===== src/tick_timer_pkg.sv =====
// Shared constants and types for the system tick timers and watchdog
//
// Overview of operation
// - Millisecond tick period is (milli_divider_high*256 + milli_divider_low + 1) clocks.
// - Hundred-millisecond tick divides the millisecond tick by tenth_divider plus one.
// - Microsecond tick divides the clock by five-bit micro_tick_divider field plus one.
// - Long-interval timer counts tenth ticks; period is (1 + long_count) tenth periods.
// - A read of long_interval_reg clears the pending long-interval interrupt unless it expires in the same cycle.
// - Long-interval interrupt state is driven out for the aux_irq_status register.
// - Long write with load_mode 0 holds the value until current count expires.
// - Long write with load_mode 1 loads the counter right after the write.
// - The load_mode bit of both interval registers always reads back as zero.
// - Short-interval timer counts millisecond ticks; period is (1 + count) milli periods.
// - A read of short_interval_reg clears the pending short-interval interrupt unless it expires in the same cycle.
// - Short-interval timer uses the same deferred or immediate load_mode behaviour.
// - The microsecond tick is exported to the flash timing logic.
// - The millisecond tick is exported to the flash timing logic.
// - Writing guard_arm 1 then 0 sets the watchdog enable-counting bit.
// - Writing guard_disarm 1 then 0 clears enable-counting and stops the watchdog.
// - Writing guard_kick 1 then 0 restarts the watchdog counter.
// - Unkicked enabled watchdog expires after timeout+1 to timeout+2 tenth periods.
// - tick_power_down stops the system timer logic; cleared lets it run.
// - guard_power_down stops the watchdog; cleared lets it run.
package tick_timer_pkg;

   // ----------------------------------------------------------------
   // Register addresses
   // ----------------------------------------------------------------
   localparam logic [7:0] LONG_INTERVAL_ADDR = 8'hf9;
   localparam logic [7:0] SHORT_INTERVAL_ADDR = 8'hfa;
   localparam logic [7:0] MICRO_DIV_ADDR = 8'hfb;
   localparam logic [7:0] MILLI_LOW_ADDR = 8'hfc;
   localparam logic [7:0] MILLI_HIGH_ADDR = 8'hfd;
   localparam logic [7:0] TENTH_DIV_ADDR = 8'hfe;
   localparam logic [7:0] GUARD_CTRL_ADDR = 8'hff;

   // ----------------------------------------------------------------
   // Reset values
   // ----------------------------------------------------------------
   localparam logic [6:0] INTERVAL_RESET = 7'h7f;
   localparam logic [4:0] MICRO_DIV_RESET = 5'h03;
   localparam logic [7:0] MILLI_LOW_RESET = 8'h9f;
   localparam logic [7:0] MILLI_HIGH_RESET = 8'h0f;
   localparam logic [7:0] TENTH_DIV_RESET = 8'h63;
   localparam logic [7:0] GUARD_CTRL_RESET = 8'h00;

   // ----------------------------------------------------------------
   // Field layout
   // ----------------------------------------------------------------
   localparam int LOAD_MODE_BIT = 7;
   localparam int INTERVAL_W = 7;
   localparam int MICRO_W = 5;
   localparam int MILLI_W = 16;
   localparam int TENTH_W = 8;
   localparam int GUARD_ARM_BIT = 7;
   localparam int GUARD_DISARM_BIT = 6;
   localparam int GUARD_KICK_BIT = 5;
   localparam int GUARD_SEQ_LSB = 5;
   localparam int GUARD_SEQ_N = 3;
   localparam int GUARD_CNT_W = 5;
   localparam int GUARD_RUN_W = 6;
   localparam int SEQ_ARM = 2;
   localparam int SEQ_DISARM = 1;
   localparam int SEQ_KICK = 0;

   // Special function register bus request
   typedef struct packed {
      logic [7:0] addr;
      logic [7:0] wdata;
      logic wr;
      logic rd;
   } sfr_req_s;

   typedef enum logic {GUARD_IDLE, GUARD_RUN} guard_state_e;

endpackage


===== src/system_tick_timers.sv =====
// System timebase: micro, milli and tenth ticks, two interval timers and watchdog
`timescale 1ns/1ps
module system_tick_timers
   import tick_timer_pkg::*;
(
   // Clock and reset
   input wire logic mclk,
   input wire logic resetn,
   // Special function register bus
   input wire sfr_req_s sfrReq,
   output logic [7:0] sfrRdData,
   output logic sfrHit,
   // Power-down controls
   input wire logic tickPowerDown,
   input wire logic guardPowerDown,
   // Time bases for the flash timing logic
   output logic microTick,
   output logic milliTick,
   output logic tenthTick,
   // Interrupt status
   output logic longIrqPending,
   output logic shortIrqPending,
   // Watchdog
   output logic guardRunning,
   output logic guardExpire
);

   // ----------------------------------------------------------------
   // Register decode
   // ----------------------------------------------------------------
   logic wrLong;
   logic wrShort;
   logic wrMicro;
   logic wrMilliLow;
   logic wrMilliHigh;
   logic wrTenth;
   logic wrGuard;
   logic rdLong;
   logic rdShort;

   assign wrLong = sfrReq.wr && (sfrReq.addr == LONG_INTERVAL_ADDR);
   assign wrShort = sfrReq.wr && (sfrReq.addr == SHORT_INTERVAL_ADDR);
   assign wrMicro = sfrReq.wr && (sfrReq.addr == MICRO_DIV_ADDR);
   assign wrMilliLow = sfrReq.wr && (sfrReq.addr == MILLI_LOW_ADDR);
   assign wrMilliHigh = sfrReq.wr && (sfrReq.addr == MILLI_HIGH_ADDR);
   assign wrTenth = sfrReq.wr && (sfrReq.addr == TENTH_DIV_ADDR);
   assign wrGuard = sfrReq.wr && (sfrReq.addr == GUARD_CTRL_ADDR);
   assign rdLong = sfrReq.rd && (sfrReq.addr == LONG_INTERVAL_ADDR);
   assign rdShort = sfrReq.rd && (sfrReq.addr == SHORT_INTERVAL_ADDR);

   // ----------------------------------------------------------------
   // Divider registers
   // ----------------------------------------------------------------
   logic [MICRO_W-1:0] microDiv_reg;
   logic [7:0] milliLow_reg;
   logic [7:0] milliHigh_reg;
   logic [7:0] tenthDiv_reg;

   always_ff @(posedge mclk or negedge resetn) begin
      if (!resetn) begin
         microDiv_reg <= MICRO_DIV_RESET;
      end else if (wrMicro) begin
         microDiv_reg <= sfrReq.wdata[MICRO_W-1:0];
      end
   end

   always_ff @(posedge mclk or negedge resetn) begin
      if (!resetn) begin
         milliLow_reg <= MILLI_LOW_RESET;
      end else if (wrMilliLow) begin
         milliLow_reg <= sfrReq.wdata;
      end
   end

   always_ff @(posedge mclk or negedge resetn) begin
      if (!resetn) begin
         milliHigh_reg <= MILLI_HIGH_RESET;
      end else if (wrMilliHigh) begin
         milliHigh_reg <= sfrReq.wdata;
      end
   end

   always_ff @(posedge mclk or negedge resetn) begin
      if (!resetn) begin
         tenthDiv_reg <= TENTH_DIV_RESET;
      end else if (wrTenth) begin
         tenthDiv_reg <= sfrReq.wdata;
      end
   end

   // ----------------------------------------------------------------
   // Tick chain
   // ----------------------------------------------------------------
   // Powering down holds every divider cleared, so ticks restart in phase
   tick_divider #(.W(MICRO_W)) microDivider (
      .mclk(mclk),
      .resetn(resetn),
      .hold(tickPowerDown),
      .stepEn(1'b1),
      .div(microDiv_reg),
      .tick(microTick)
   );

   tick_divider #(.W(MILLI_W)) milliDivider (
      .mclk(mclk),
      .resetn(resetn),
      .hold(tickPowerDown),
      .stepEn(1'b1),
      .div({milliHigh_reg, milliLow_reg}),
      .tick(milliTick)
   );

   tick_divider #(.W(TENTH_W)) tenthDivider (
      .mclk(mclk),
      .resetn(resetn),
      .hold(tickPowerDown),
      .stepEn(milliTick),
      .div(tenthDiv_reg),
      .tick(tenthTick)
   );

   // ----------------------------------------------------------------
   // Interval timers
   // ----------------------------------------------------------------
   logic [7:0] longValue;
   logic [7:0] shortValue;

   interval_timer longTimer (
      .mclk(mclk),
      .resetn(resetn),
      .hold(tickPowerDown),
      .tickEn(tenthTick),
      .wrEn(wrLong),
      .wrData(sfrReq.wdata),
      .rdEn(rdLong),
      .readValue(longValue),
      .irqPending(longIrqPending)
   );

   // The flag in ext_irq_ctrl lives outside; software clears it separately
   interval_timer shortTimer (
      .mclk(mclk),
      .resetn(resetn),
      .hold(tickPowerDown),
      .tickEn(milliTick),
      .wrEn(wrShort),
      .wrData(sfrReq.wdata),
      .rdEn(rdShort),
      .readValue(shortValue),
      .irqPending(shortIrqPending)
   );

   // ----------------------------------------------------------------
   // Watchdog control register and sequence detect
   // ----------------------------------------------------------------
   logic [7:0] guardCtrl_reg;
   logic [GUARD_SEQ_N-1:0] seqPulse;

   always_ff @(posedge mclk or negedge resetn) begin
      if (!resetn) begin
         guardCtrl_reg <= GUARD_CTRL_RESET;
      end else if (wrGuard) begin
         guardCtrl_reg <= sfrReq.wdata;
      end
   end

   // A control bit stored as 1 and then written 0 marks a completed sequence
   genvar g;
   generate
      for (g = 0; g < GUARD_SEQ_N; g++) begin : seqDetect
         assign seqPulse[g] = wrGuard && guardCtrl_reg[GUARD_SEQ_LSB + g]
            && !sfrReq.wdata[GUARD_SEQ_LSB + g];
      end
   endgenerate

   // ----------------------------------------------------------------
   // Watchdog counter
   // ----------------------------------------------------------------
   guard_state_e guardState_reg;
   logic [GUARD_RUN_W-1:0] guardCnt_reg;
   logic [GUARD_RUN_W-1:0] guardLimit;
   logic guardFire;

   assign guardLimit = {1'b0, guardCtrl_reg[GUARD_CNT_W-1:0]} + 1'b1;
   // A kick in the firing cycle wins, so a timely restart never lets an expiry through
   assign guardFire = (guardState_reg == GUARD_RUN) && !guardPowerDown && tenthTick
      && (guardCnt_reg == guardLimit) && !seqPulse[SEQ_KICK];
   assign guardRunning = (guardState_reg == GUARD_RUN);

   always_ff @(posedge mclk or negedge resetn) begin
      if (!resetn) begin
         guardState_reg <= GUARD_IDLE;
      end else begin
         case (guardState_reg)
            GUARD_IDLE: begin
               if (seqPulse[SEQ_ARM]) begin
                  guardState_reg <= GUARD_RUN;
               end
            end
            GUARD_RUN: begin
               if (seqPulse[SEQ_DISARM]) begin
                  guardState_reg <= GUARD_IDLE;
               end
            end
            default: begin
               guardState_reg <= GUARD_IDLE;
            end
         endcase
      end
   end

   // Counting whole tenth ticks from an unaligned start gives the one-count uncertainty
   always_ff @(posedge mclk or negedge resetn) begin
      if (!resetn) begin
         guardCnt_reg <= '0;
      end else if (guardState_reg != GUARD_RUN || guardPowerDown || seqPulse[SEQ_KICK] || seqPulse[SEQ_DISARM]) begin
         guardCnt_reg <= '0;
      end else if (guardFire) begin
         guardCnt_reg <= '0;
      end else if (tenthTick) begin
         guardCnt_reg <= guardCnt_reg + 1'b1;
      end
   end

   always_ff @(posedge mclk or negedge resetn) begin
      if (!resetn) begin
         guardExpire <= 1'b0;
      end else begin
         guardExpire <= guardFire;
      end
   end

   // ----------------------------------------------------------------
   // Read data
   // ----------------------------------------------------------------
   logic [7:0] rdMux;
   logic rdHit;

   always_comb begin
      rdHit = 1'b1;
      case (sfrReq.addr)
         LONG_INTERVAL_ADDR: rdMux = longValue;
         SHORT_INTERVAL_ADDR: rdMux = shortValue;
         MICRO_DIV_ADDR: rdMux = {3'h0, microDiv_reg};
         MILLI_LOW_ADDR: rdMux = milliLow_reg;
         MILLI_HIGH_ADDR: rdMux = milliHigh_reg;
         TENTH_DIV_ADDR: rdMux = tenthDiv_reg;
         GUARD_CTRL_ADDR: rdMux = guardCtrl_reg;
         default: begin
            rdMux = 8'h00;
            rdHit = 1'b0;
         end
      endcase
   end

   // Registered read data; unmapped addresses return zero and no hit
   always_ff @(posedge mclk or negedge resetn) begin
      if (!resetn) begin
         sfrRdData <= 8'h00;
         sfrHit <= 1'b0;
      end else if (sfrReq.rd) begin
         sfrRdData <= rdMux;
         sfrHit <= rdHit;
      end else begin
         sfrHit <= 1'b0;
      end
   end
endmodule


===== src/tick_divider.sv =====
// Reloading down-counter that emits one enable pulse every div+1 input enables
`timescale 1ns/1ps
module tick_divider
   import tick_timer_pkg::*;
#(
   parameter int W = 8
) (
   // Clock and reset
   input wire logic mclk,
   input wire logic resetn,
   // Control
   input wire logic hold,
   input wire logic stepEn,
   input wire logic [W-1:0] div,
   // Output
   output logic tick
);

   logic [W-1:0] cnt_reg;

   // Counting down lets a new divisor take effect at the next wrap without glitches
   always_ff @(posedge mclk or negedge resetn) begin
      if (!resetn) begin
         cnt_reg <= '0;
         tick <= 1'b0;
      end else if (hold) begin
         cnt_reg <= '0;
         tick <= 1'b0;
      end else if (stepEn) begin
         if (cnt_reg == '0) begin
            cnt_reg <= div;
            tick <= 1'b1;
         end else begin
            cnt_reg <= cnt_reg - 1'b1;
            tick <= 1'b0;
         end
      end else begin
         tick <= 1'b0;
      end
   end
endmodule


===== src/interval_timer.sv =====
// Reloadable interval timer with deferred or immediate load and read-clear flag
`timescale 1ns/1ps
module interval_timer
   import tick_timer_pkg::*;
(
   // Clock and reset
   input wire logic mclk,
   input wire logic resetn,
   // Time base
   input wire logic hold,
   input wire logic tickEn,
   // Register access
   input wire logic wrEn,
   input wire logic [7:0] wrData,
   input wire logic rdEn,
   output logic [7:0] readValue,
   // Interrupt
   output logic irqPending
);

   logic [INTERVAL_W-1:0] held_reg;
   logic [INTERVAL_W-1:0] cnt_reg;
   logic expire;

   assign expire = tickEn && !hold && (cnt_reg == '0);
   assign readValue = {1'b0, held_reg};

   always_ff @(posedge mclk or negedge resetn) begin
      if (!resetn) begin
         held_reg <= INTERVAL_RESET;
      end else if (wrEn) begin
         held_reg <= wrData[INTERVAL_W-1:0];
      end
   end

   // Immediate load beats the tick; deferred values wait in held_reg for the wrap
   always_ff @(posedge mclk or negedge resetn) begin
      if (!resetn) begin
         cnt_reg <= INTERVAL_RESET;
      end else if (wrEn && wrData[LOAD_MODE_BIT]) begin
         cnt_reg <= wrData[INTERVAL_W-1:0];
      end else if (hold) begin
         cnt_reg <= cnt_reg;
      end else if (expire) begin
         cnt_reg <= held_reg;
      end else if (tickEn) begin
         cnt_reg <= cnt_reg - 1'b1;
      end
   end

   // Set wins over the read clear so no expiry is lost
   always_ff @(posedge mclk or negedge resetn) begin
      if (!resetn) begin
         irqPending <= 1'b0;
      end else if (expire) begin
         irqPending <= 1'b1;
      end else if (rdEn) begin
         irqPending <= 1'b0;
      end
   end
endmodule


===== config.mk =====
export PLATFORM = sky130hd
export DESIGN_NAME = system_tick_timers
export DESIGN_NICKNAME = d
export VERILOG_FILES = /design/src/tick_timer_pkg.sv /design/src/system_tick_timers.sv /design/src/tick_divider.sv /design/src/interval_timer.sv
export SDC_FILE = /design/constraint.sdc
export NUM_CORES = 1
export LEC_CHECK = 0
export BUFFER_PORTS_ARGS = -buffer_cell sky130_fd_sc_hd__buf_2
export CAP_MARGIN = 0
export CORE_MARGIN = 8
export CORE_UTILIZATION = 60
export CTS_BUF_LIST = sky130_fd_sc_hd__clkbuf_2 sky130_fd_sc_hd__clkbuf_4 sky130_fd_sc_hd__clkbuf_8
export DETAILED_ROUTE_END_ITERATION = 12
export PLACE_DENSITY = 0.9
export SLEW_MARGIN = 30
export SYNTH_ARGS = -nofsm -noshare
export SYNTH_HDL_FRONTEND = slang
export SYNTH_SLANG_ARGS = --single-unit

===== constraint.sdc =====
create_clock -name mclk -period 4.16 [get_ports mclk]
set_clock_uncertainty 0.2 [all_clocks]
set_input_delay 1.04 -clock mclk [delete_from_list [all_inputs] [get_ports mclk]]
set_output_delay 1.04 -clock mclk [all_outputs]
set_load 0.1 [all_outputs]

# After elaboration in Yosys (flattened, before gate mapping)
# Cells that the tools add are included.
dict set report totals {
  register_bits 116
  output_inout_bits 16
}
dict set report classes {
  n_eq_ne 10
  add_sub_neg 7
  n_bitwise 1
  n_reduce_logical 48
  n_mux 35
}
# op n
set ops {}
lappend ops {{$eq 8x8->1 const B} 7}
lappend ops {{$mux 7} 8}
lappend ops {{$pmux 8 s7} 1}
lappend ops {{$mux 16} 2}
lappend ops {{$logic_and 1x1->1} 25}
lappend ops {{$mux 8} 3}
lappend ops {{$mux 6} 3}
lappend ops {{$logic_not 16->1} 1}
lappend ops {{$sub 16x1->16 const B} 1}
lappend ops {{$mux 1} 15}
lappend ops {{$logic_not 7->1} 2}
lappend ops {{$sub 7x1->7 const B} 2}
lappend ops {{$mux 5} 2}
lappend ops {{$reduce_bool 3->1} 3}
lappend ops {{$logic_not 8->1} 1}
lappend ops {{$sub 8x1->8 const B} 1}
lappend ops {{$reduce_or 7->1} 1}
lappend ops {{$add 5x1->6 const B} 1}
lappend ops {{$add 6x1->6 const B} 1}
lappend ops {{$eq 6x6->1} 1}
lappend ops {{$logic_not 1->1} 6}
lappend ops {{$reduce_bool 2->1} 3}
lappend ops {{$logic_not 5->1} 1}
lappend ops {{$sub 5x1->5 const B} 1}
lappend ops {{5 further kinds} 9}

# Longest topological paths before layout
# Gate-level depths: netlist (run 1).
dict set report logic_depth {
  ltp_word 8
  depth_mapped 7
  depth_no_buf 6
}

# By module
# Synthesis (run 1) repeated with hierarchy kept, for this count alone.
dict set report hier_totals {
  cells_unflattened 645
  hier_area_um2 6615.1
}
# mod seq_area_each_um2 n_inst area_each_um2 cells_per_inst
set modules_own_cells {}
lappend modules_own_cells {system_tick_timers 1371.3 1 2864.0 259}
lappend modules_own_cells {interval_timer 392.9 2 824.5 77}
lappend modules_own_cells {{tick_divider at milliDivider} 425.4 1 1208.7 138}
lappend modules_own_cells {{tick_divider at tenthDivider} 225.2 1 558.0 59}
lappend modules_own_cells {{tick_divider at microDivider} 150.1 1 335.3 35}

# Worst setup path after synthesis (run 1)
# OpenSTA, ideal clock, no wires.
dict set report synth_timing {
  kind {input-to-reg}
  start {input sfrReq[12] (netlist name)}
  end {register milliLow_reg[5]}
  arrival_time_ps 2299
  stages 5
  required_ps 3835
  n_path_buf 2
  setup_slack_ps 1536
  cell_sequence {buf_2 > nand3_1 > or4_1 > clkbuf_1 > mux2_2}
}
dict set report synth_between {
  elab_chain_len 2
}
# element line_no
set synth_lines {}
lappend synth_lines {{start: declaration} system_tick_timers.sv:10} ;# input wire sfr_req_s sfrReq,
lappend synth_lines {{$eq 8x8->1} system_tick_timers.sv:44} ;# assign wrMilliLow = sfrReq.wr && (sfrReq.addr == MILLI_LOW_ADDR);
lappend synth_lines {{$logic_and 1x1->1} system_tick_timers.sv:44}
lappend synth_lines {{end signal: assignment} system_tick_timers.sv:71} ;# milliLow_reg <= sfrReq.wdata;
lappend synth_lines {{end: declaration} system_tick_timers.sv:55} ;# logic [7:0] milliLow_reg;
# Every way passes these cells.
# A chain may end at the register's enable or synchronous reset.

# Worst setup path in the final report (run 1)
dict set report layout_timing {
  start {register tenthDivider.tick}
  end {output tenthTick}
}
# element line_no
set layout_rtl {}
lappend layout_rtl {{start: declaration} tick_divider.sv:16} ;# output logic tick
lappend layout_rtl {{start signal: assignment} tick_divider.sv:25} ;# tick <= 1'b0;
lappend layout_rtl {{start signal: assignment} tick_divider.sv:28} ;# tick <= 1'b0;
lappend layout_rtl {{start signal: assignment} tick_divider.sv:32} ;# tick <= 1'b1;
lappend layout_rtl {{end: declaration} system_tick_timers.sv:19} ;# output logic tenthTick,
# No word-level cell between the ends.

==> results of run 1 <==
-- worst paths after layout --
kind                                                end                     from  depth (start not counted)
worst min register to register  microDivider.cnt_reg[0]  microDivider.cnt_reg[0]                          1
worst max-delay path                          tenthTick        tenthDivider.tick                          1
min in group asynchronous       tenthDivider.cnt_reg[5]                   resetn                          1
worst min-delay path            microDivider.cnt_reg[0]  microDivider.cnt_reg[0]                          1
max in group asynchronous        shortTimer.held_reg[4]                   resetn                          2
worst max register to register  tenthDivider.cnt_reg[3]  tenthDivider.cnt_reg[0]                          6
-- synth_stat cells, drive strengths merged (3+ instances only) --
library cell and n:
a211oi 25, a21o 4, a21oi 18, a221oi 4, a311oi 6, a31o 3
a31oi 9, and4 3, buf 8, clkbuf 20, dfrtp 72, dfstp 44
ha 11, inv 31, mux2 53, mux2i 13, nand2 38, nand2b 10
nand3 15, nand3b 8, nand4 9, nor2 39, nor2b 11, nor3 31
nor4 8, nor4b 3, o211ai 4, o21ai 24, o22ai 10, o31ai 5
or3 4, or3b 4, or4 7, or4b 4, xnor2 15, xor2 11
-- power groups by stage --
stage	combinational, uW	clock (uW)	sequential [uW]
floorplan	988	0	1600
global placement	1250	0	1560
detailed placement	1320	0	1570
CTS	1340	1080	1560
global route	1480	1140	1590
finish	1340	1070	1560
-- cells in the final DEF (no fill, tap or decap), types with 15 or more instances in the layout --
cell type and n:
nor2_1 39, nand3_1 15, dfrtp_1 72, a21oi_1 18, clkbuf_8 18, nand2_1 38
dfstp_2 44, o21ai_0 24, mux2_2 53, a211oi_1 24, inv_1 31, buf_2 36
xnor2_1 15, nor3_1 31
-- per-layer routing --
layer	track usage	up-vias	routed length, um
li1	-	2347	-
met1	0.319	2550	6970
met2	0.398	241	8270
met3	0.0553	44	1260
met4	0.125	0	572
met5	0	-	0
-- kinds of logic after synthesis --
group           share of synthesized area
simple gates                        0.184
compound gates                      0.140
mux                                 0.121
flops                               0.463
fa+ha+maj                          0.0215
buf+inv                            0.0356
xor+xnor                           0.0356
-- stage by stage --
stage	power (uW)	hold WS, ps	worst slack (ps)	instances	instance area (um^2)
3_5_place_dp	2890	266	1050	767	6690
5_1_grt	4210	322	1260	799	7100
2_1_floorplan	2580	248	1540	615	6390
4_1_cts	3980	281	1330	799	7100
6_report	3970	280	1320	799	7100
3_3_place_gp	2810	270	1120	767	6690
-- cell type report --
type / count / area, um^2 / area share
multi-input combinational: 440 / 3210 / 0.452
sequential: 116 / 2960 / 0.417
clock buffer: 21 / 270 / 0.0381
timing repair buffer: 44 / 240 / 0.0338
tap: 136 / 170 / 0.0240
clock inverter: 11 / 134 / 0.0189
inverter: 31 / 116 / 0.0164
==> results_dict.tcl, run 1 <==
set metrics [dict create \
    p_seq_frac 0.393 \
    ys_warn_count 0 \
    final-setup-viol-count 0 \
    yosysSeqAreaShare 0.463 \
    area_growth_pct 11.0 \
    p_int_uw 2510 \
    post-route-util 0.688 \
    fin_nets 683 \
    grt_pass1_wl_mm 28.4 \
    drtAntennaViolNets 0 \
    syn-cell-area_um2 6390 \
    required_ps 2920 \
    cts_buffers 17 \
    drtPass1Iterations 8 \
    cpLargestDelayFamily "flip-flops" \
    root_buffer "clkbuf_8" \
    viasPerCell 6.49 \
    drive_gt1_frac 0.294 \
    cpPeakStageDelay_ps 630 \
    coreArea_um2 10300 \
    synthFlopType "dfrtp_1" \
    grt_max_degree 67 \
    drt_first_iter_violations 691 \
    first_global_vias 5359 \
    synthCells 615 \
    timing.final.crit_share 0.682 \
    r2r_slack_ps 1550 \
    drt_wl_total_mm 17.1 \
    p_leak_uw 0.00300 \
    crit_fanout 10 \
    vias 5182 \
    hp-class "reg2reg" \
    synthesis.nets 648 \
    worst_slew_pin_slew_ps 823 \
    clk_path_buf_depth 2 \
    relSlewSlack 0.451 \
    synth_enable_flop_cells 0 \
    p_switching_uw 1470 \
    cap_violations 0 \
    yosys.area.top_type_share 0.282 \
    rsz0062_at_grt "no" \
    switching_share 0.369 \
    critPathCaptureType "output pin" \
    hold_viol 0 \
    setup_tns_ps 0 \
    worstPathCellList "buf_2" \
    slowest_stage "dfrtp_1" \
    criticalPathCategory "reg2out" \
    syn_avg_cell_area_um2 10.4 \
    synth.area.top_cells "dfrtp_1, dfstp_2, mux2_2" \
    cts.sinks 116 \
    clk_latency_ps 440 \
    cts_tree "yes" \
    hpwl_mm 12.2 \
    place_congestion 0.953 \
    post_cts_resized 0 \
    drc_errors 0 \
    clock_power_share 0.269 \
    pin_count 38 \
    port_buffers 37 \
    critPathBufInv 1 \
    start_util 0.619 \
    fmax_ghz 0.353 \
    antennaDiodeCount 0 \
    std_cell_rows 37 \
    die_w_um 119 \
    power.density_nw_per_um2 560 \
    cts_hold_buf 0 \
    critPathLaunchType "register" \
    async_flop_share 1.00 \
    yosys.area.top_type "dfrtp_1" \
    post-cts-setup-buffer-count 0 \
    largest_register_ffs 16 \
    status "finished, final reports clean" \
    grt_remaining_overflow 0 \
    period_needed_ps 2840 \
    die_y_um 119 \
    critPathArrivalTime_ps 1600 \
    antenna_found_initial 0 \
    grtUsageTotal 0.251 \
    clkTransAtPathRegs_ps 70 \
    ys_seq_elements 116 \
    synth.distinct_cells 68 \
    n_fill_cell 766 \
    htree_levels 4 \
    dieArea_um2 14200 \
    post_drt_wl_per_cell_um 21.4 \
    pwr-share-comb 0.338 \
    slew_violations 0 \
    peakVddDrop_v 0.000456 \
]
Note: power is estimated with default switching activity, not from simulation.
==> run 2: changes to the inputs <==
--- a/config.mk
+++ b/config.mk
@@ -5,6 +5,7 @@
 export SDC_FILE = /design/constraint.sdc
 export NUM_CORES = 1
 export LEC_CHECK = 0
+export ABC_AREA = 1
 export BUFFER_PORTS_ARGS = -buffer_cell sky130_fd_sc_hd__buf_2
 export CAP_MARGIN = 0
 export CORE_MARGIN = 8
==> constraint.sdc (replaced) <==
create_clock -name mclk -period 2.65 [get_ports mclk]
set_clock_uncertainty 0.2 [all_clocks]
set_input_delay 0.6625 -clock mclk [delete_from_list [all_inputs] [get_ports mclk]]
set_output_delay 0.6625 -clock mclk [all_outputs]
set_load 0.1 [all_outputs]
==> results_dict.tcl, run 2 <==
set metrics [dict create \
    final-setup-viol-count 0 \
    worstPathCellList "buf_2" \
    cts_buffers 17 \
    viasPerCell 5.89 \
    area_growth_pct 11.7 \
    syn_avg_cell_area_um2 7.98 \
    htree_levels 4 \
    yosys.area.top_type "dfrtp_1" \
    dieArea_um2 14200 \
    first_global_vias 5791 \
    place_inst 966 \
    critPathArrivalTime_ps 1560 \
    cpPeakStageDelay_ps 600 \
    timing.final.crit_share 0.914 \
    cts_tree "yes" \
    drt_first_iter_violations 658 \
    largest_register_ffs 16 \
    fmax_ghz 0.413 \
    final_common_cell "nand2_1" \
    fin_ws_ps 227 \
    grt_remaining_overflow 0 \
    criticalPathCategory "reg2out" \
    power.density_nw_per_um2 808 \
    antenna_found_initial 1 \
    synthesis.nets 834 \
    layout_common_cells "nand2_1, inv_1, o21ai_0" \
    cpLargestDelayFamily "flip-flops" \
    peakVddDrop_v 0.000480 \
    critPathCaptureType "output pin" \
    stdcell_count 998 \
    yosysSeqAreaShare 0.463 \
    critPathBufInv 1 \
    finalPower_uw 5770 \
    coreArea_um2 10300 \
    synth.area.top_cells "dfrtp_1, dfstp_2, nand2_1" \
    die_y_um 119 \
    pin_count 38 \
    r2r_slack_ps 580 \
    ys_seq_elements 116 \
    die_w_um 119 \
    hp-class "in2async" \
    synth_enable_flop_cells 0 \
    slowest_stage "dfrtp_1" \
    std_cell_rows 37 \
    yosys.area.top_type_share 0.282 \
    setup_tns_ps 0 \
    async_flop_share 1.00 \
    drtPass1Iterations 6 \
    crit_cells 1 \
    synthFlopType "dfrtp_1" \
    cts.sinks 116 \
    post_cts_resized 0 \
    root_buffer "clkbuf_8" \
    status "finished, final reports clean" \
    grt_pass1_wl_mm 27.9 \
    grt_max_degree 43 \
    rsz0062_at_grt "no" \
    syn-cell-area_um2 6390 \
    yosysMostFrequentCell "nand2_1" \
    relSlewSlack 0.602 \
    antennaDiodeCount 0 \
    drive_gt1_frac 0.198 \
    clk_path_buf_depth 2 \
    timing.rr.end "guardExpire" \
    clk_latency_ps 440 \
    worst_slew_pin_slew_ps 598 \
    hold_viol 0 \
    fin_nets 882 \
    vias 5880 \
    post_drt_wl_per_cell_um 17.3 \
    reg2reg_from "guardCtrl_reg[0]" \
    clkTransAtPathRegs_ps 70 \
    place_ws_ps 327 \
    required_ps 1790 \
    drtAntennaViolNets 0 \
    n_fill_cell 785 \
    period_needed_ps 2420 \
    ys_warn_count 0 \
    p_leak_uw 0.00355 \
    post-cts-setup-buffer-count 0 \
    place_congestion 0.955 \
    slew_violations 0 \
    r2r_cells 7 \
    grtUsageTotal 0.244 \
    hpwl_mm 12.0 \
    synthCells 801 \
    drt_wl_total_mm 17.3 \
    cts_hold_buf 0 \
    drc_errors 0 \
    critPathLaunchType "register" \
    synth_commonest_cells "nand2_1, inv_1, o21ai_0" \
    port_buffers 37 \
    synth.distinct_cells 46 \
    start_util 0.619 \
    cap_violations 0 \
    crit_fanout 9 \
]
==> run 2: cell types whose count changed in the layout (fill, tap and decap cells not counted), moves of 16 or more <==
cell      previous run  this run
nand2_1             38       200
inv_1               31       112
o21ai_0             24        98
mux2_2              53         1
nor3_1              31         4
a211oi_1            24         1
nand3_1             15        34
nor2_1              39        55
==> run 2: worst max-delay path by stage <==
stage	from	endpoint	slack, ps
2_1_floorplan	tenthDivider.tick	longTimer.cnt_reg[4]	390
3_3_place_gp	tickPowerDown	longTimer.cnt_reg[3]	360
3_5_place_dp	tickPowerDown	longTimer.cnt_reg[3]	330
4_1_cts	tenthDivider.tick	tenthTick	220
5_1_grt	tenthDivider.tick	tenthTick	210
6_report	tenthDivider.tick	tenthTick	230
==> run 2: worst register-to-register path: stages (launching register included) <==
cell	delay, ps
dfrtp_1	450
ha_1	230
nand2_1	110
o21ai_0	230
nand2_1	80
nand2_1	80
nand2_1	50
nor4_1	490
==> run 2: where the power goes <==
| group | switching (uW) | internal (uW) |
|---|---|---|
| Combinational | 1190 | 611 |
| Clock | 730 | 951 |
| Sequential | 170 | 2120 |
| Total | 2090 | 3680 |
==> run 2: cells by family (layout without fill, tap and decap cells) <==
family | Yosys count | count (layout) | share of synthesized area
buffers and inverters | 136 | 197 | 0.0861
and+or+nand+nor | 349 | 349 | 0.251
DFF | 116 | 116 | 0.463
xor gates and xnor gates | 22 | 22 | 0.0301
adders and majority gates | 11 | 11 | 0.0215
AOI/OAI and AO/OA | 166 | 166 | 0.146
muxes | 1 | 1 | 0.00176
==> run 2: cell type report <==
type,instances,area [um^2],area share
multi-input cells,549,2880,0.404
flip-flops and latches,116,2960,0.414
inverters,121,454,0.0636
repair buffers,44,265,0.0372
well taps,136,170,0.0238
clock buffers,23,304,0.0426
clock inverters,9,104,0.0145
==> run 2: routing by layer <==
metal  wire length, um  track usage  vias to the layer above
met5                13       0.0174                        -
met4               637        0.123                        2
met3              1620       0.0619                       63
met2              8450        0.415                      341
met1              6580        0.278                     2769
li1                  -            -                     2705
==> run 2: metrics by stage <==
step	cell area [um^2]	utilization	hold slack [ps]
2_1_floorplan	6390	-	167
3_3_place_gp	6730	0.652	257
3_5_place_dp	6730	0.652	257
4_1_cts	7140	0.691	38.7
5_1_grt	7140	0.691	66.5
6_report	7140	0.691	31.1
